==> config.mk <==
export PLATFORM = sky130hd
export DESIGN_NAME = power_mode_reset_sequencer
export DESIGN_NICKNAME = d
export VERILOG_FILES = /design/src/pwr_seq_pkg.sv /design/src/wake_timer.sv /design/src/watchdog.sv /design/src/power_mode_reset_sequencer.sv
export VERILOG_INCLUDE_DIRS = /design/src
export SDC_FILE = /design/constraint.sdc
export NUM_CORES = 1
export LEC_CHECK = 0
export ABC_AREA = 1
export BUFFER_PORTS_ARGS = -buffer_cell sky130_fd_sc_hd__buf_2
export CORE_MARGIN = 2
export CORE_UTILIZATION = 45
export CTS_CLUSTER_SIZE = 8
export DETAILED_ROUTE_END_ITERATION = 10
export HOLD_SLACK_MARGIN = 0.08
export SLEW_MARGIN = 30
export SYNTH_ARGS = -nofsm -noshare
export SYNTH_HDL_FRONTEND = slang
export SYNTH_SLANG_ARGS = --single-unit
export TNS_END_PERCENT = 50
==> constraint.sdc <==
create_clock -name SYS_CLK_I -period 3.2 [get_ports SYS_CLK_I]
set_input_delay 0.16 -clock SYS_CLK_I [delete_from_list [all_inputs] [get_ports SYS_CLK_I]]
set_output_delay 0.16 -clock SYS_CLK_I [all_outputs]
set_load 0.03 [all_outputs]
==> src/pwr_seq_consts.svh <==
// Timing counts and code values for the power mode reset sequencer
`ifndef PWR_SEQ_CONSTS_SVH
`define PWR_SEQ_CONSTS_SVH
`define CLK_FREQ_HZ 100000000
`define WDT_WARN_S 2
`define WDT_RESET_S 4
`define WDT_WARN_CYC (`WDT_WARN_S * `CLK_FREQ_HZ)
`define WDT_RESET_CYC (`WDT_RESET_S * `CLK_FREQ_HZ)
`define WDT_CNT_W 32
`define WAKE_CAUSE_NONE 2'h0
`define WAKE_CAUSE_TIMER 2'h1
`define WAKE_CAUSE_GPIO 2'h2
`define WAKE_CNT_W 32
`endif

==> src/pwr_seq_pkg.sv <==
// Types for the power mode reset sequencer
package pwr_seq_pkg;
  typedef enum logic [3:0] {
    ST_OFF = 4'h0,
    ST_BUCK = 4'h1,
    ST_LDO = 4'h3,
    ST_ACTIVE = 4'h2,
    ST_IDLE = 4'h6,
    ST_SLEEP = 4'h7,
    ST_RETAIN = 4'h5,
    ST_EXT_PD = 4'h4,
    ST_DEEP_OFF = 4'hc,
    ST_SHUTDOWN = 4'hd
  } pwr_state_t;

  typedef enum logic [2:0] {
    REQ_NONE = 3'h0,
    REQ_IDLE = 3'h1,
    REQ_SLEEP = 3'h2,
    REQ_RETAIN = 3'h3,
    REQ_EXT_PD = 3'h4,
    REQ_DEEP_OFF = 3'h5,
    REQ_ACTIVE = 3'h6
  } mode_req_t;

  typedef struct packed {
    logic buck_en;
    logic radio_ldo_en;
    logic dig_ldo_en;
    logic core_rst_n;
    logic cpu_run;
    logic cpu_halt_wait;
    logic bus_clk_en;
    logic periph_clk_en;
    logic low_power_oscillator_en;
    logic ldo_low_v;
    logic ram_ret;
    logic core_logic_pwr;
    logic gpio_dom_pwr;
  } pwr_ctrl_t;
endpackage

==> src/wake_timer.sv <==
// Programmable wake period counter on the low-power oscillator tick
`timescale 1ns/1ps
module wake_timer #(
  parameter int W = 32
) (
  input wire logic clk_i,
  input wire logic rst_n_i,
  input wire logic run_i,
  input wire logic tick_i,
  input wire logic [W-1:0] period_i,
  output logic expired_o
);
  logic [W-1:0] cnt_r;

  // Counts ticks while armed, flags on reaching the period
  always_ff @(posedge clk_i) begin
    if (!rst_n_i || !run_i) begin
      cnt_r <= '0;
      expired_o <= 1'b0;
    end else if (tick_i && !expired_o) begin
      cnt_r <= cnt_r + 1'b1;
      if (cnt_r + 1'b1 >= period_i) begin
        expired_o <= 1'b1;
      end
    end
  end
endmodule

==> src/watchdog.sv <==
// Inactivity watchdog with early warning and reset stages
`timescale 1ns/1ps
module watchdog #(
  parameter int unsigned WARN_CYC = 200000000,
  parameter int unsigned RESET_CYC = 400000000
) (
  input wire logic clk_i,
  input wire logic rst_n_i,
  input wire logic enable_i,
  input wire logic kick_i,
  output logic warn_o,
  output logic bite_o
);
  logic [31:0] cnt_r;

  // Counts inactivity, kick restarts from zero
  always_ff @(posedge clk_i) begin
    if (!rst_n_i || !enable_i || kick_i) begin
      cnt_r <= '0;
      warn_o <= 1'b0;
      bite_o <= 1'b0;
    end else begin
      if (cnt_r < RESET_CYC) begin
        cnt_r <= cnt_r + 32'h1;
      end
      if (cnt_r + 32'h1 >= WARN_CYC) begin
        warn_o <= 1'b1;
      end
      bite_o <= (cnt_r + 32'h1 >= RESET_CYC);
    end
  end
endmodule

==> src/power_mode_reset_sequencer.sv <==
// Power-up sequencing, power mode control and watchdog supervision
// Contract
// - Watchdog raises firmware interrupt after 2 s unserviced.
// - Watchdog resets the whole device after 4 s unserviced; the bite keeps WOKE_FROM_DEEP_OFF_O and WAKE_CAUSE_O.
// - After supply and reset release, enable buck, then radio and digital regulators.
// - Hold core reset until regulators report stable, then release.
// - External reset accepted at any time after power-up.
// - Brownout forces the device into shutdown.
// - Active mode: all peripherals clocked, processor running.
// - Idle mode: processor paused, rest of system operating.
// - Sleep: only low-power oscillator runs, bus clock stopped, processor halt-waits.
// - Sleep wakes on timer expiry or GPIO event.
// - Sleep keeps state and SRAM, regulators at reduced voltage.
// - Retention mode: radio and core off, RAM, registers kept; timer or GPIO wake.
// - Extended power-down keeps main RAM and control only; timer or event wake.
// - Deep-off keeps only GPIO domain; GPIO or timer wake.
// - Timed deep-off keeps oscillator running; event-only wake lets clocks stop.
// - After deep-off wake, full init but keep deep-off and cause indicators.
// - External reset gives the same known state as power-on reset.
`timescale 1ns/1ps
`include "pwr_seq_consts.svh"
module power_mode_reset_sequencer #(
  parameter int unsigned WDT_WARN_CYC = `WDT_WARN_CYC,
  parameter int unsigned WDT_RESET_CYC = `WDT_RESET_CYC,
  parameter int WAKE_W = `WAKE_CNT_W
) (
  input wire logic SYS_CLK_I,
  input wire logic RST_N_I,
  input wire logic SUPPLY_OK_I,
  input wire logic EXTERNAL_RESET_N_I,
  input wire logic BROWNOUT_I,
  input wire logic BUCK_STABLE_I,
  input wire logic LDO_STABLE_I,
  input wire pwr_seq_pkg::mode_req_t MODE_REQ_I,
  input wire logic TIMED_WAKE_EN_I,
  input wire logic [WAKE_W-1:0] WAKE_PERIOD_I,
  input wire logic LPO_TICK_I,
  input wire logic GPIO_WAKE_I,
  input wire logic WDT_EN_I,
  input wire logic WDT_KICK_I,
  input wire logic DEEP_OFF_FLAG_CLR_I,
  output pwr_seq_pkg::pwr_ctrl_t PWR_CTRL_O,
  output pwr_seq_pkg::pwr_state_t STATE_O,
  output logic WDT_IRQ_O,
  output logic WDT_RESET_O,
  output logic WOKE_FROM_DEEP_OFF_O,
  output logic [1:0] WAKE_CAUSE_O
);
  pwr_seq_pkg::pwr_state_t state_r;
  pwr_seq_pkg::pwr_state_t state_nxt;
  pwr_seq_pkg::pwr_ctrl_t ctrl_nxt;
  logic timer_run;
  logic timer_expired;
  logic wdt_warn;
  logic wdt_bite;
  logic low_power;
  logic wake;
  logic deep_timed_r;
  logic hard_rst;
  logic ext_rst;
  logic wdt_run;
  logic deep_wake;

  // Any source of full reset returns the state, wake timer and power controls to the power-on state
  assign hard_rst = !RST_N_I || !EXTERNAL_RESET_N_I || wdt_bite;

  // Power-on or pin reset, without the watchdog bite
  assign ext_rst = !RST_N_I || !EXTERNAL_RESET_N_I;

  // Modes that wait for a timer or GPIO wake
  assign low_power = (state_r == pwr_seq_pkg::ST_SLEEP) ||
                     (state_r == pwr_seq_pkg::ST_RETAIN) ||
                     (state_r == pwr_seq_pkg::ST_EXT_PD) ||
                     (state_r == pwr_seq_pkg::ST_DEEP_OFF);

  // Wake timer armed only in low-power modes with timed wake chosen
  assign timer_run = low_power && TIMED_WAKE_EN_I;

  // Watchdog runs only while the processor is powered and clocked
  assign wdt_run = WDT_EN_I && (state_r == pwr_seq_pkg::ST_ACTIVE ||
                                state_r == pwr_seq_pkg::ST_IDLE);

  // Wake period counter on oscillator ticks
  wake_timer #(
    .W(WAKE_W)
  ) u_wake_timer (
    .clk_i(SYS_CLK_I),
    .rst_n_i(!hard_rst),
    .run_i(timer_run),
    .tick_i(LPO_TICK_I),
    .period_i(WAKE_PERIOD_I),
    .expired_o(timer_expired)
  );

  // Inactivity watchdog
  watchdog #(
    .WARN_CYC(WDT_WARN_CYC),
    .RESET_CYC(WDT_RESET_CYC)
  ) u_watchdog (
    .clk_i(SYS_CLK_I),
    .rst_n_i(!ext_rst),
    .enable_i(wdt_run),
    .kick_i(WDT_KICK_I),
    .warn_o(wdt_warn),
    .bite_o(wdt_bite)
  );

  // Wake from timer or GPIO in any low-power mode
  assign wake = low_power && (timer_expired || GPIO_WAKE_I);

  // Wake out of deep-off, recorded for firmware
  assign deep_wake = (state_r == pwr_seq_pkg::ST_DEEP_OFF) && wake;

  // Next-state selection
  always_comb begin
    state_nxt = state_r;
    case (state_r)
      // Wait for supply before starting the regulators
      pwr_seq_pkg::ST_OFF: begin
        if (SUPPLY_OK_I && !BROWNOUT_I) begin
          state_nxt = pwr_seq_pkg::ST_BUCK;
        end
      end

      // Buck first, regulators after it settles
      pwr_seq_pkg::ST_BUCK: begin
        if (BUCK_STABLE_I) begin
          state_nxt = pwr_seq_pkg::ST_LDO;
        end
      end

      // Core reset held until the regulators settle
      pwr_seq_pkg::ST_LDO: begin
        if (LDO_STABLE_I) begin
          state_nxt = pwr_seq_pkg::ST_ACTIVE;
        end
      end

      // Firmware picks the next mode
      pwr_seq_pkg::ST_ACTIVE: begin
        case (MODE_REQ_I)
          pwr_seq_pkg::REQ_IDLE: state_nxt = pwr_seq_pkg::ST_IDLE;
          pwr_seq_pkg::REQ_SLEEP: state_nxt = pwr_seq_pkg::ST_SLEEP;
          pwr_seq_pkg::REQ_RETAIN: state_nxt = pwr_seq_pkg::ST_RETAIN;
          pwr_seq_pkg::REQ_EXT_PD: state_nxt = pwr_seq_pkg::ST_EXT_PD;
          pwr_seq_pkg::REQ_DEEP_OFF: state_nxt = pwr_seq_pkg::ST_DEEP_OFF;
          default: state_nxt = pwr_seq_pkg::ST_ACTIVE;
        endcase
      end

      // Paused processor resumes on request or GPIO
      pwr_seq_pkg::ST_IDLE: begin
        if (MODE_REQ_I == pwr_seq_pkg::REQ_ACTIVE || GPIO_WAKE_I) begin
          state_nxt = pwr_seq_pkg::ST_ACTIVE;
        end
      end

      // Sleep keeps the regulators, so straight back
      pwr_seq_pkg::ST_SLEEP: begin
        if (wake) begin
          state_nxt = pwr_seq_pkg::ST_ACTIVE;
        end
      end

      // Regulators were off, so restart them first
      pwr_seq_pkg::ST_RETAIN, pwr_seq_pkg::ST_EXT_PD: begin
        if (wake) begin
          state_nxt = pwr_seq_pkg::ST_LDO;
        end
      end

      // Everything was off, so rerun the full sequence
      pwr_seq_pkg::ST_DEEP_OFF: begin
        if (wake) begin
          state_nxt = pwr_seq_pkg::ST_BUCK;
        end
      end

      // Leave shutdown once the supply recovers
      pwr_seq_pkg::ST_SHUTDOWN: begin
        if (!BROWNOUT_I) begin
          state_nxt = pwr_seq_pkg::ST_OFF;
        end
      end

      // Unused codes fall back to off
      default: state_nxt = pwr_seq_pkg::ST_OFF;
    endcase
    if (BROWNOUT_I) begin
      state_nxt = pwr_seq_pkg::ST_SHUTDOWN;
    end
  end

  // State register
  always_ff @(posedge SYS_CLK_I) begin
    if (hard_rst) begin
      state_r <= pwr_seq_pkg::ST_OFF;
    end else begin
      state_r <= state_nxt;
    end
  end

  // Remembers whether deep-off was entered with timed wake
  always_ff @(posedge SYS_CLK_I) begin
    if (hard_rst) begin
      deep_timed_r <= 1'b0;
    end else if (state_r == pwr_seq_pkg::ST_ACTIVE) begin
      deep_timed_r <= TIMED_WAKE_EN_I;
    end
  end

  // Deep-off wake indicators survive the re-initialisation
  always_ff @(posedge SYS_CLK_I) begin
    if (ext_rst) begin
      WOKE_FROM_DEEP_OFF_O <= 1'b0;
      WAKE_CAUSE_O <= `WAKE_CAUSE_NONE;
    end else if (deep_wake) begin
      WOKE_FROM_DEEP_OFF_O <= 1'b1;
      WAKE_CAUSE_O <= GPIO_WAKE_I ? `WAKE_CAUSE_GPIO : `WAKE_CAUSE_TIMER;
    end else if (DEEP_OFF_FLAG_CLR_I) begin
      WOKE_FROM_DEEP_OFF_O <= 1'b0;
      WAKE_CAUSE_O <= `WAKE_CAUSE_NONE;
    end
  end

  // Power and clock controls decoded from the next state
  always_comb begin
    ctrl_nxt = '0;
    case (state_nxt)
      // Buck only, core still in reset
      pwr_seq_pkg::ST_BUCK: begin
        ctrl_nxt.buck_en = 1'b1;
        ctrl_nxt.gpio_dom_pwr = 1'b1;
        ctrl_nxt.ram_ret = 1'b1;
        ctrl_nxt.core_logic_pwr = 1'b1;
      end

      // Radio and digital regulators follow the buck
      pwr_seq_pkg::ST_LDO: begin
        ctrl_nxt.buck_en = 1'b1;
        ctrl_nxt.radio_ldo_en = 1'b1;
        ctrl_nxt.dig_ldo_en = 1'b1;
        ctrl_nxt.gpio_dom_pwr = 1'b1;
        ctrl_nxt.ram_ret = 1'b1;
        ctrl_nxt.core_logic_pwr = 1'b1;
      end

      // Full power; idle only stops the processor
      pwr_seq_pkg::ST_ACTIVE, pwr_seq_pkg::ST_IDLE: begin
        ctrl_nxt.buck_en = 1'b1;
        ctrl_nxt.radio_ldo_en = 1'b1;
        ctrl_nxt.dig_ldo_en = 1'b1;
        ctrl_nxt.core_rst_n = 1'b1;
        ctrl_nxt.cpu_run = (state_nxt == pwr_seq_pkg::ST_ACTIVE);
        ctrl_nxt.bus_clk_en = 1'b1;
        ctrl_nxt.periph_clk_en = 1'b1;
        ctrl_nxt.low_power_oscillator_en = 1'b1;
        ctrl_nxt.ram_ret = 1'b1;
        ctrl_nxt.core_logic_pwr = 1'b1;
        ctrl_nxt.gpio_dom_pwr = 1'b1;
      end

      // Bus clock stopped, regulators at reduced voltage
      pwr_seq_pkg::ST_SLEEP: begin
        ctrl_nxt.buck_en = 1'b1;
        ctrl_nxt.radio_ldo_en = 1'b1;
        ctrl_nxt.dig_ldo_en = 1'b1;
        ctrl_nxt.core_rst_n = 1'b1;
        ctrl_nxt.cpu_halt_wait = 1'b1;
        ctrl_nxt.low_power_oscillator_en = 1'b1;
        ctrl_nxt.ldo_low_v = 1'b1;
        ctrl_nxt.ram_ret = 1'b1;
        ctrl_nxt.core_logic_pwr = 1'b1;
        ctrl_nxt.gpio_dom_pwr = 1'b1;
      end

      // Radio and regulators off, RAM and some logic kept
      pwr_seq_pkg::ST_RETAIN: begin
        ctrl_nxt.buck_en = 1'b1;
        ctrl_nxt.low_power_oscillator_en = 1'b1;
        ctrl_nxt.ram_ret = 1'b1;
        ctrl_nxt.core_logic_pwr = 1'b1;
        ctrl_nxt.gpio_dom_pwr = 1'b1;
      end

      // Only main RAM and its control kept
      pwr_seq_pkg::ST_EXT_PD: begin
        ctrl_nxt.buck_en = 1'b1;
        ctrl_nxt.low_power_oscillator_en = 1'b1;
        ctrl_nxt.ram_ret = 1'b1;
        ctrl_nxt.gpio_dom_pwr = 1'b1;
      end

      // GPIO domain only; oscillator kept for timed wake
      pwr_seq_pkg::ST_DEEP_OFF: begin
        ctrl_nxt.gpio_dom_pwr = 1'b1;
        ctrl_nxt.low_power_oscillator_en = (state_r == pwr_seq_pkg::ST_DEEP_OFF) ?
                                           deep_timed_r : TIMED_WAKE_EN_I;
      end

      // Everything off until supply returns
      pwr_seq_pkg::ST_OFF, pwr_seq_pkg::ST_SHUTDOWN: begin
        ctrl_nxt = '0;
      end

      default: ctrl_nxt = '0;
    endcase
  end

  // Registered power and clock controls
  always_ff @(posedge SYS_CLK_I) begin
    if (hard_rst) begin
      PWR_CTRL_O <= '0;
    end else begin
      PWR_CTRL_O <= ctrl_nxt;
    end
  end

  // Watchdog early warning, dropped at once on a service
  always_ff @(posedge SYS_CLK_I) begin
    if (ext_rst) begin
      WDT_IRQ_O <= 1'b0;
    end else begin
      WDT_IRQ_O <= wdt_warn && !WDT_KICK_I;
    end
  end

  // Watchdog reset indication
  always_ff @(posedge SYS_CLK_I) begin
    if (ext_rst) begin
      WDT_RESET_O <= 1'b0;
    end else begin
      WDT_RESET_O <= wdt_bite;
    end
  end

  // Current mode for firmware
  assign STATE_O = state_r;
endmodule

[After elaboration in Yosys (flattened, before gate mapping)]
Index checks and enable logic that the tools add are counted.
Word-level totals
  output and inout port bits: 22
  bits of input ports: 48
  flip-flop bits (word level): 88
  word-level logic and storage cells: 112
Cells by class
  bitwise gates (word level): 1
  $add $sub $neg: 2
  equal/unequal tests: 22
  multiplexer cells: 24
  magnitude comparators: 4
  reductions and logical operators: 37
Operators with widths (number)
  $add 32x1->32 const B: 2
  $eq 4x3->1 const B: 8
  $ge 32x28->1 const B: 1
  $ge 32x29->1 const B: 1
  $ge 32x32->1: 1
  $lt 32x29->1 const B: 1
  $mux 4: 8
  $pmux 4 s8: 1
  $pmux 4 s5: 1
  $eq 4x2->1 const B: 4
  $logic_or 1x1->1: 11
  $mux 2: 5
  $eq 3x3->1 const B: 3
  $eq 4x1->1 const B: 2
  $eq 4x4->1 const B: 2
  $mux 1: 8
  $reduce_or 8->1: 1
  $logic_and 1x1->1: 7
  $logic_not 1->1: 7
  $reduce_or 7->1: 1
  $eq 3x2->1 const B: 2
  $reduce_or 2->1: 3
  $reduce_or 6->1: 1
  $reduce_or 5->1: 1
  other kinds (8): 8

[Logic depth before layout (Yosys ltp)]
Gate-level depths: netlist (run 1).
  word-level depth: 12
  depth in mapped cells: 20
  gate-level depth less buffers: 20

[By module]
From an unflattened synthesis (run 1), not the netlist that was laid out.
Second synthesis, totals
  cell total of the unflattened synthesis: 1022
  area total of the unflattened synthesis: 6471.2 um2
Modules (own cells, without submodules)
  wake_timer: area each 2980.4 um2, times used 1, seq. area each 660.6 um2, cells an instance 452
  watchdog: area each 2458.6 um2, times used 1, seq. area each 680.7 um2, cells an instance 424
  power_mode_reset_sequencer: area each 1032.2 um2, times used 1, seq. area each 380.4 um2, cells an instance 146

[Least setup slack after synthesis (run 1)]
No wires, ideal clock.
  path type: flip-flop to flip-flop
  start point: register u_wake_timer.cnt_r[2]
  end point: register u_wake_timer.expired_o
  slack: 0.701 ns
  cell stages (with the launch flop): 17
  buffers on the path: 0
  required time: 3.130 ns
  library setup time: 0.070 ns
  period minus slack after synthesis: 2.499 ns
  arrival: 2.428 ns
  path through: dfxtp_1 > nand3_2 > nor2_2 > nand3_2 > nor2_4 > nand2_2 > or2_2 > xor2_1 > inv_1 > ha_1 > nand2_1 > nor3_1 > and3_1 > nand4_1 > nand3_1 > nand2_1 > a21oi_1
Between the ends
  cells in the longest elaborated chain, start to end: 3
RTL lines
  start: declaration: RTL line wake_timer.sv:13  | logic [W-1:0] cnt_r;
  start signal: assignment: RTL line wake_timer.sv:21  | cnt_r <= cnt_r + 1'b1;
  $add 32x1->32: RTL line wake_timer.sv:22  | if (cnt_r + 1'b1 >= period_i) begin
  $ge 32x32->1: RTL line wake_timer.sv:22
  $reduce_and 2->1 (no line)
  end signal: assignment: RTL line wake_timer.sv:19  | expired_o <= 1'b0;
  end signal: assignment: RTL line wake_timer.sv:23  | expired_o <= 1'b1;
  end: declaration: RTL line wake_timer.sv:11  | output logic expired_o
No other way between the ends.
A chain may end at the register's enable or synchronous reset.

[Final worst setup path (run 1)]
  start point: register u_wake_timer.cnt_r[0]
  end point: register u_wake_timer.expired_o
Same word-level chain as after synthesis.

==> results of run 1 <==
## synthesized netlist by cell type
cell type | n | area (sq um)
nor3b_1 | 1 | 7.51
or2_2 | 2 | 12.5
xnor2_1 | 7 | 61.3
nand3b_1 | 3 | 22.5
nor2_2 | 16 | 100
clkbuf_1 | 12 | 45.0
nand3_2 | 2 | 20.0
and2_1 | 1 | 6.26
dfxtp_1 | 86 | 1720
clkinv_1 | 1 | 3.75
buf_2 | 5 | 25.0
nand2_1 | 190 | 713
inv_1 | 139 | 522
a2111oi_0 | 1 | 8.76
ha_1 | 35 | 438
o211ai_1 | 3 | 22.5
o21a_1 | 1 | 7.51
nor3_1 | 17 | 85.1
nand2_2 | 9 | 56.3
a31oi_1 | 1 | 6.26
nand2_4 | 1 | 11.3
a21oi_1 | 69 | 345
a211oi_1 | 10 | 75.1
xor2_1 | 38 | 333
o31ai_1 | 1 | 7.51
nor2_1 | 125 | 469
and3_1 | 1 | 6.26
nand3_1 | 47 | 235
nand4_1 | 21 | 131
nor2_4 | 8 | 90.1
nor4_1 | 3 | 18.8
inv_2 | 4 | 15.0
buf_4 | 4 | 30.0
o21ai_0 | 62 | 310
o21ai_1 | 2 | 10.0
a21o_1 | 1 | 7.51
## layer usage
layer | share of wire | global-route usage
met1 | 0.51 | 0.308
met2 | 0.43 | 0.336
met3 | 0.044 | 0.0259
met4 | 0.022 | 0.0848
met5 | 0 | 0
## power breakdown
group,internal [uW],switching [uW]
sequential,1080,5.51
combinational,56.6,88.9
clock,694,480
## timing repair
action | in CTS | in global routing
setup endpoints to repair | 0 | 1
endpoints found under the hold margin | 3 | 0
hold buffers | 3 | 0
gates resized for setup | 0 | 2
## cells in the final DEF, fill, tap and decap left out, types with 4 or more instances in the layout
cell type	n
buf_2	69
a211oi_1	10
nor3_1	16
inv_2	4
nor2_4	9
o21ai_0	62
a21oi_1	69
nand4_1	21
xnor2_1	7
nand2_1	190
dfxtp_1	86
ha_1	35
clkbuf_16	9
nand3_1	47
nor2_2	15
nor2_1	125
inv_1	139
nand2_2	9
buf_4	8
xor2_1	38
## final cells by class
| type | instances | area [sq um] |
|---|---|---|
| clock buffers | 9 | 225 |
| clock inverters | 7 | 103 |
| fillers | 1342 | 6210 |
| inverters | 144 | 541 |
| multi-input cells | 678 | 3630 |
| flip-flops and latches | 86 | 1720 |
| well taps | 176 | 220 |
| repair buffers | 80 | 435 |
## metrics by stage
stage	cell area [sq um]	utilization
final	6870	0.525
after global routing	6870	0.525
after CTS	6860	0.525
after detailed placement	6510	0.497
after global placement	6510	0.497
after floorplan	5980	-
## sequential cells by signal, summed over array words and instances (netlist names)
register	flops
u_watchdog.cnt_r	32
u_watchdog.bite_o	1
WOKE_FROM_DEEP_OFF_O	1
u_watchdog.warn_o	1
deep_timed_r	1
WAKE_CAUSE_O	2
u_wake_timer.expired_o	1
PWR_CTRL_O	9
u_wake_timer.cnt_r	32
STATE_O	4
WDT_IRQ_O	1
WDT_RESET_O	1
## cell families (layout without fill, tap and decap cells)
| logic type | count (synthesis) | after routing | synth area share |
|---|---|---|---|
| compound gates | 151 | 151 | 0.134 |
| flops | 86 | 86 | 0.288 |
| buf+inv | 165 | 240 | 0.107 |
| xor+xnor | 45 | 45 | 0.0659 |
| fa+ha+maj | 35 | 35 | 0.0732 |
| simple gates | 447 | 447 | 0.332 |
## worst register-to-register path: cells and delay by family, from the launching register on
family / cells / cell delay, ns
xor gates and xnor gates: 1 / 0.20
DFF: 1 / 0.41
buffers and inverters: 1 / 0.07
and+or+nand+nor: 13 / 1.76
adders and majority gates: 1 / 0.31
AOI/OAI and AO/OA: 1 / 0.10
## worst paths after layout
| kind | from | endpoint | slack [ns] | cells after the start |
|---|---|---|---|---|
| worst max register to register | u_wake_timer.cnt_r[0]$_SDFFE_PP0P_ | u_wake_timer.expired_o$_SDFFE_PP0P_ | 0.28 | 17 |
| worst max-delay path | u_wake_timer.cnt_r[0]$_SDFFE_PP0P_ | u_wake_timer.expired_o$_SDFFE_PP0P_ | 0.28 | 17 |
| worst min register to register | u_watchdog.bite_o$_SDFF_PP0_ | WDT_RESET_O$_SDFF_PP0_ | 0.43 | 2 |
| worst min-delay path | LPO_TICK_I | u_wake_timer.expired_o$_SDFFE_PP0P_ | 0.09 | 3 |
==> flow_metrics.tcl, run 1 <==
set metrics [dict create \
    drv_cap 0 \
    wl_per_cell_microns 12.6 \
    grt_usage 0.217 \
    cp-start-kind "flip-flop" \
    cts.clk_slew.worst_paths_ns 0.06 \
    grt_pass1_vias 5305 \
    maxSlewHeadroom 0.579 \
    required_ns 3.48 \
    tightestPinTransition_ns 0.630 \
    post_cts.repair.setup_buffers 0 \
    status "complete, no violations" \
    worstSetupEndpointType "flip-flop" \
    num_antenna_cells 0 \
    cts_buffers 9 \
    syn-cell-area_sq_um 5980 \
    dieArea_sq_um 14200 \
    gr-total-overflow 0 \
    hpwlAfterDp_microns 11500 \
    clk_latency_ns 0.35 \
    fin_crit_sh 0.912 \
    setup_viol 0 \
    syn_nets 1012 \
    yosysWarnings 0 \
    synthToLayoutAreaGrowth_pct 14.9 \
    p_leak_uw 0.00318 \
    worst_path_most_repeated_cell "nand4_1" \
    whs_ns 0.0900 \
    drv_slew 0 \
    core-area_sq_um 13100 \
    ys_seq_area_frac 0.288 \
    post_synth_num_cell_types 36 \
    antenna_found_initial 0 \
    drt-initial-drc-count 319 \
    cts_tree "yes" \
    critPathArrivalTime_ns 3.20 \
    final_layout_size_suffix_gt1_frac 0.135 \
    rsz0062_at_grt "false" \
    die_w_microns 119 \
    syn-mean-instance-area_sq_um 6.44 \
    num_rows 42 \
    peakVddDrop_mv 0.191 \
    dr.pass1.iters 5 \
    critPathBufInv 1 \
    fin_skew_ns 0.00845 \
    hold_viol 0 \
    io_pins 70 \
    path_max_fanout 4 \
    slowest_stage "dfxtp_1" \
    max_freq_mhz 343 \
    final_cells 1180 \
    viasPerCell 4.90 \
    antenna_left 0 \
    hold_class "input port to flip-flop" \
    cts.sinks 86 \
    layout_setup_ws_ns 0.281 \
    pre_cts_slack_ns 0.201 \
    grt_pass1_wl_microns 25000 \
    cts_max_path_buffers 2 \
    worstPathCellList "nand3_2, nor2_2, nand3_2, nor2_4, nand2_2, nor2_4, nand4_1, xor2_1, inv_1, ha_1, nand4_1, nor3_2, and3_1, nand4_1, nand3_1, nand2_1, a21oi_1" \
    cpPeakStageDelay_ns 0.41 \
    start_util 0.457 \
    cp_top_family "simple AND/OR/NAND/NOR gates" \
    fin_nets 1082 \
    dp.cells 1161 \
    routed_wirelength_microns 14800 \
    grt_max_degree 41 \
    io_buffers 69 \
    root_buffer "clkbuf_16" \
    post-route-drc-count 0 \
    ys_ff_latch 86 \
    crit_type "flip-flop to flip-flop" \
    tns_ns 0 \
    finalPower_uw 2400 \
    die_h_microns 119 \
    syn-instance-count 929 \
    place.gp.congestion 0.891 \
    htree_num_levels 3 \
    power_density_nw_per_um2 349 \
    timing.final.crit_period_ns 2.92 \
    vias 5783 \
]
(Power assumes the default switching activity.)
==> run 2: changes to the inputs <==
Settings changed: CORE_ASPECT_RATIO set to 1.2.
Clock period 3.2 ns to 3.6 ns, I/O delays scaled along.
==> run 2 against run 1 <==
Cell count decreased by 1.1%. Fmax shrank 1.3%. Non-clock buffer count shrank 4. Sequential share of layout area up 0.40 points. Routed wire length decreased by 0.60%. Critical path type unchanged. Highest routed layer unchanged.
==> flow_metrics.tcl, run 2 (synthesis gave the netlist of run 1 again) <==
set metrics [dict create \
    setup_viol 0 \
    grt_pass1_wl_microns 24500 \
    tightestPinTransition_ns 0.878 \
    wl_per_cell_microns 12.6 \
    grt_usage 0.219 \
    gr-total-overflow 0 \
    multi_input_area_sq_um 3620 \
    crit_type "flip-flop to flip-flop" \
    cp-start-kind "flip-flop" \
    dieArea_sq_um 14200 \
    core-area_sq_um 13100 \
    cts_tree "yes" \
    grt_max_degree 41 \
    max_freq_mhz 338 \
    p_clk_frac 0.450 \
    hold_class "input port to flip-flop" \
    p_leak_uw 0.00313 \
    hold_viol 0 \
    cts_buffers 9 \
    nFillCells 1403 \
    die_w_microns 109 \
    num_rows 46 \
    layout_commonest_cell "nand2_1" \
    root_buffer "clkbuf_16" \
    peakVddDrop_mv 0.177 \
    maxSlewHeadroom 0.414 \
    routed_wirelength_microns 14800 \
    tns_ns 0 \
    worstSetupEndpointType "flip-flop" \
    cts.sinks 86 \
    htree_num_levels 3 \
    holdBufCountCts 1 \
    post-route-drc-count 0 \
    timing.final.crit_period_ns 2.96 \
    cts_resized 0 \
    vias 5772 \
    hpwlAfterDp_microns 11500 \
    drv_slew 0 \
    synthToLayoutAreaGrowth_pct 13.1 \
    viasPerCell 4.95 \
    cts_max_path_buffers 2 \
    power_density_nw_per_um2 292 \
    post_cts.repair.setup_buffers 0 \
    io_pins 70 \
    place.gp.congestion 0.898 \
    io_buffers 69 \
    die_h_microns 130 \
    final_cell_mix "190 x nand2_1, 138 x inv_1, 125 x nor2_1, 86 x dfxtp_1" \
    cts.clk_slew.worst_paths_ns 0.06 \
    swShare 0.248 \
    drv_cap 0 \
    clk_latency_ns 0.35 \
    grt_pass1_vias 5276 \
    dr.pass1.iters 4 \
    fin_crit_sh 0.821 \
    reg_top3 "u_wake_timer.cnt_r: 32 flops, u_watchdog.cnt_r: 32 flops, PWR_CTRL_O: 9 flops" \
    regArea_sq_um 1720 \
    power_frac_seq 0.486 \
    p_comb_frac 0.064 \
    num_antenna_cells 0 \
    final_layout_size_suffix_gt1_frac 0.133 \
    drt-initial-drc-count 280 \
    power.switching_uw 490 \
    path_max_fanout 4 \
    critPathArrivalTime_ns 3.23 \
    start_util 0.456 \
    fin_skew_ns 0.00689 \
    internal_power_uw 1490 \
    required_ns 3.88 \
    placed_area_sq_um 6480 \
    utilization 0.516 \
    finalInstanceArea_sq_um 6770 \
    antenna_left 0 \
    rsz0062_at_grt "false" \
    fin_nets 1078 \
    antenna_found_initial 0 \
    status "complete, no violations" \
]
-- run 2: cell count changes in the layout (fill, tap and decap cells not counted), sizes merged, moves of 2 or more --
cell	change
buf	-2
inv	-3
clkinvlp	+2
bufinv	-2
dlygate4sd3	-2
-- run 2: per-stage QoR --
step                      worst slack, ns  std cells  hold WS [ns]  power [uW]
after floorplan                      1.10        929         0.258        1060
after global placement              0.724       1151         0.369        1110
after detailed placement            0.611       1151         0.368        1110
after CTS                           0.597       1167        0.0886        2000
after global routing                0.236       1167         0.117        2060
final                               0.643       1167        0.0988        1980
-- run 2: critical path, stage by stage (launching register included) --
cell     delay (ns)
dfxtp_1        0.40
nand3_2        0.12
nor2_2         0.14
nand3_2        0.14
nor2_4         0.15
nand2_2        0.10
nor2_4         0.14
nand4_1        0.12
xor2_1         0.19
inv_1          0.07
ha_1           0.31
nand4_1        0.10
nor3_1         0.28
and3_1         0.25
nand4_1        0.09
nand3_1        0.11
nand2_1        0.05
a21oi_1        0.11
-- run 2: path summary, 6_finish.rpt --
kind              slack [ns]  cells past startpoint                                from                             endpoint
hold reg to reg         0.43                      2        u_watchdog.bite_o$_SDFF_PP0_               WDT_RESET_O$_SDFF_PP0_
setup / recovery        0.64                     17  u_wake_timer.cnt_r[0]$_SDFFE_PP0P_  u_wake_timer.expired_o$_SDFFE_PP0P_
hold / removal           0.1                      3                     TIMED_WAKE_EN_I            deep_timed_r$_SDFFE_PP0P_
setup reg to reg        0.64                     17  u_wake_timer.cnt_r[0]$_SDFFE_PP0P_  u_wake_timer.expired_o$_SDFFE_PP0P_
-- run 2: power by group through the flow --
stage / clock network [uW] / logic, uW / registers, uW
floorplan: 0 / 69.8 / 990
global placement: 0 / 126 / 983
detailed placement: 0 / 126 / 983
CTS: 911 / 128 / 961
global route: 951 / 146 / 962
finish: 889 / 127 / 962
-- run 2: layout make-up --
class	instances	area share
sequential	86	0.254
inverter	144	0.0799
timing repair buffer	76	0.0592
clock inverter	5	0.00536
clock buffer	10	0.0353
tap	168	0.0311
multi-input combinational	678	0.535
-- run 2: metal layers --
layer,track usage,up-vias,part of all wire
li1,-,3110,-
met1,0.271,2530,0.46
met2,0.378,99,0.48
met3,0.0305,33,0.032
met4,0.0961,0,0.031
met5,0,-,0
==> run 3: changes to the inputs <==
Settings changed: PLACE_DENSITY set to 0.67.
Clock period 3.6 ns to 2.4 ns, I/O delays scaled along.
==> run 3 against run 2 <==
The flow now finishes with violations (setup timing). Utilization increased by 6.1 points. Sequential power increased by 50%. Die area stayed put. First-iteration DRC count fell by 2.9%. Worst hold slack gained 0.025 ns. Cell count rose by 7.3%. Total power increased by 58%. Register-to-register slack got worse by 0.94 ns. Final area rose by 12%. Critical path type unchanged. Highest routed layer unchanged.
==> flow_metrics.tcl, run 3 (synthesis gave the netlist of run 1 again) <==
set metrics [dict create \
    status "finished with violations" \
    violations "setup timing" \
    peakVddDrop_mv 0.317 \
    dieArea_sq_um 14200 \
    nFillCells 1279 \
    num_rows 46 \
    required_ns 2.64 \
    layout_commonest_cell "nand2_1" \
    gr-total-overflow 0 \
    core-area_sq_um 13100 \
    min_from "EXTERNAL_RESET_N_I" \
    cts_buffers 9 \
    finalInstanceArea_sq_um 7570 \
    grt_max_degree 40 \
    rsz0062_at_grt "true" \
    final_cells 1252 \
    timing.final.crit_period_ns 2.70 \
    antenna_found_initial 0 \
    cts_max_path_buffers 2 \
    cp-start-kind "flip-flop" \
    fin_crit_sh 1.12 \
    hold_end "WDT_RESET_O$_SDFF_PP0_" \
    start_util 0.456 \
    holdPathStages 3 \
    drv_slew 0 \
    grt_pass1_vias 5795 \
    worstSetupEndpointType "flip-flop" \
    reg_top3 "u_wake_timer.cnt_r: 32 flops, u_watchdog.cnt_r: 32 flops, PWR_CTRL_O: 9 flops" \
    p_leak_uw 0.00357 \
    antenna_left 0 \
    drt-initial-drc-count 272 \
    power_density_nw_per_um2 413 \
    pre_cts_slack_ns -0.318 \
    die_w_microns 109 \
    crit_type "flip-flop to flip-flop" \
    tightestPinTransition_ns 0.560 \
    timing.rr.start "u_wake_timer.cnt_r[0]$_SDFFE_PP0P_" \
    vias 6195 \
    max_freq_mhz 371 \
    synthToLayoutAreaGrowth_pct 26.6 \
    io_buffers 69 \
    hpwlAfterDp_microns 12300 \
    num_antenna_cells 0 \
    path_max_fanout 3 \
    final_layout_size_suffix_gt1_frac 0.215 \
    wl_per_cell_microns 12.7 \
    r2r_end "u_wake_timer.expired_o$_SDFFE_PP0P_" \
    setup_viol 1 \
    grt_usage 0.230 \
    placed_area_sq_um 6990 \
    clk_latency_ns 0.35 \
    cts.clk_slew.worst_paths_ns 0.07 \
    grt_pass1_wl_microns 25800 \
    htree_num_levels 3 \
    cts_tree "yes" \
    drv_cap 0 \
    dr.pass1.iters 4 \
    place.gp.congestion 0.892 \
    routed_wirelength_microns 15900 \
    maxSlewHeadroom 0.626 \
    cts.sinks 86 \
    dp.cells 1218 \
    layout_setup_ws_ns -0.296 \
    final_cell_mix "188 x nand2_1, 139 x inv_1, 125 x nor2_1, 85 x buf_4, 78 x dfxtp_1" \
    die_h_microns 130 \
    fin_nets 1162 \
    hold_class "input port to flip-flop" \
    reg2reg_depth 18 \
    fin_skew_ns 0.00801 \
    root_buffer "clkbuf_16" \
    rrSetupSlack_ns -0.30 \
    viasPerCell 4.95 \
    io_pins 70 \
    critPathArrivalTime_ns 2.94 \
    post-route-drc-count 0 \
    hold_viol 0 \
    finalPower_uw 3120 \
]
[run 3: cell types whose count changed in the layout (fill, tap and decap cells not counted), sizes merged]
| cell | before | now |
|---|---|---|
| dlygate4sd3 | 1 | 6 |
| clkbuf | 10 | 9 |
| buf | 75 | 154 |
| clkinv | 3 | 5 |
| clkinvlp | 3 | 0 |
| inv | 143 | 145 |
| bufinv | 0 | 1 |
[run 3: area by class of cell]
class                   instances  area [sq um]  area share
multi-input cells             678          3730       0.493
flip-flops and latches         86          1740       0.229
repair buffers                160          1040       0.138
inverters                     144           541      0.0714
clock buffers                   9           225      0.0298
well taps                     168           210      0.0278
clock inverters                 7          81.3      0.0107
[run 3: timing repair]
item                                    in CTS  in global routing
endpoints found under the setup margin       1                  1
pin swaps                                   11                  9
setup buffers                                8                  4
hold buffers                                 6                  0
hold endpoints to repair                     7                  0
resized for setup                            6                 20
[run 3: stage by stage]
| stage | hold WS, ns | TNS (ns) | utilization |
|---|---|---|---|
| global placement | 0.307 | -0.190 | 0.533 |
| detailed placement | 0.308 | -0.318 | 0.533 |
| floorplan | 0.198 | -0.0605 | - |
| CTS | 0.117 | -0.293 | 0.568 |
| global route | 0.146 | -0.557 | 0.577 |
| finish | 0.124 | -0.296 | 0.577 |
[run 3: layer usage]
layer,global-route usage,share of wire,up-vias
li1,-,-,3292
met5,0,0,-
met3,0.0355,0.037,39
met1,0.258,0.42,2736
met4,0.106,0.039,0
met2,0.422,0.51,128
[run 3: worst max-delay path, cell delays in order, from the launching register on]
cell	delay, ns
dfxtp_4	0.36
nand3_4	0.09
nor2_4	0.15
nand3_4	0.10
buf_4	0.15
nor2_1	0.16
nand4_1	0.15
xor2_1	0.23
inv_1	0.06
ha_1	0.30
nand2_2	0.12
buf_4	0.11
nor2_1	0.03
nand2_1	0.05
o211ai_1	0.14
a21oi_2	0.16
nand3_1	0.09
nand2_1	0.06
a21oi_1	0.05
[run 3: worst max path at each step]
stage,start,end,cells past startpoint
6_report,u_wake_timer.cnt_r[0]$_SDFFE_PP0P_,u_wake_timer.expired_o$_SDFFE_PP0P_,18
5_1_grt,u_wake_timer.cnt_r[4]$_SDFFE_PP0P_,u_wake_timer.expired_o$_SDFFE_PP0P_,18
4_1_cts,u_wake_timer.cnt_r[0]$_SDFFE_PP0P_,u_wake_timer.expired_o$_SDFFE_PP0P_,17
3_5_place_dp,u_wake_timer.cnt_r[1]$_SDFFE_PP0P_,u_wake_timer.expired_o$_SDFFE_PP0P_,20
3_3_place_gp,u_wake_timer.cnt_r[1]$_SDFFE_PP0P_,u_wake_timer.expired_o$_SDFFE_PP0P_,20
2_1_floorplan,u_wake_timer.cnt_r[1]$_SDFFE_PP0P_,u_wake_timer.expired_o$_SDFFE_PP0P_,16
[run 3: power by group]
| part | switching [uW] | total [uW] | internal (uW) |
|---|---|---|---|
| Sequential | 7.36 | 1440 | 1430 |
| Combinational | 126 | 213 | 87.0 |
| Clock | 648 | 1470 | 822 |
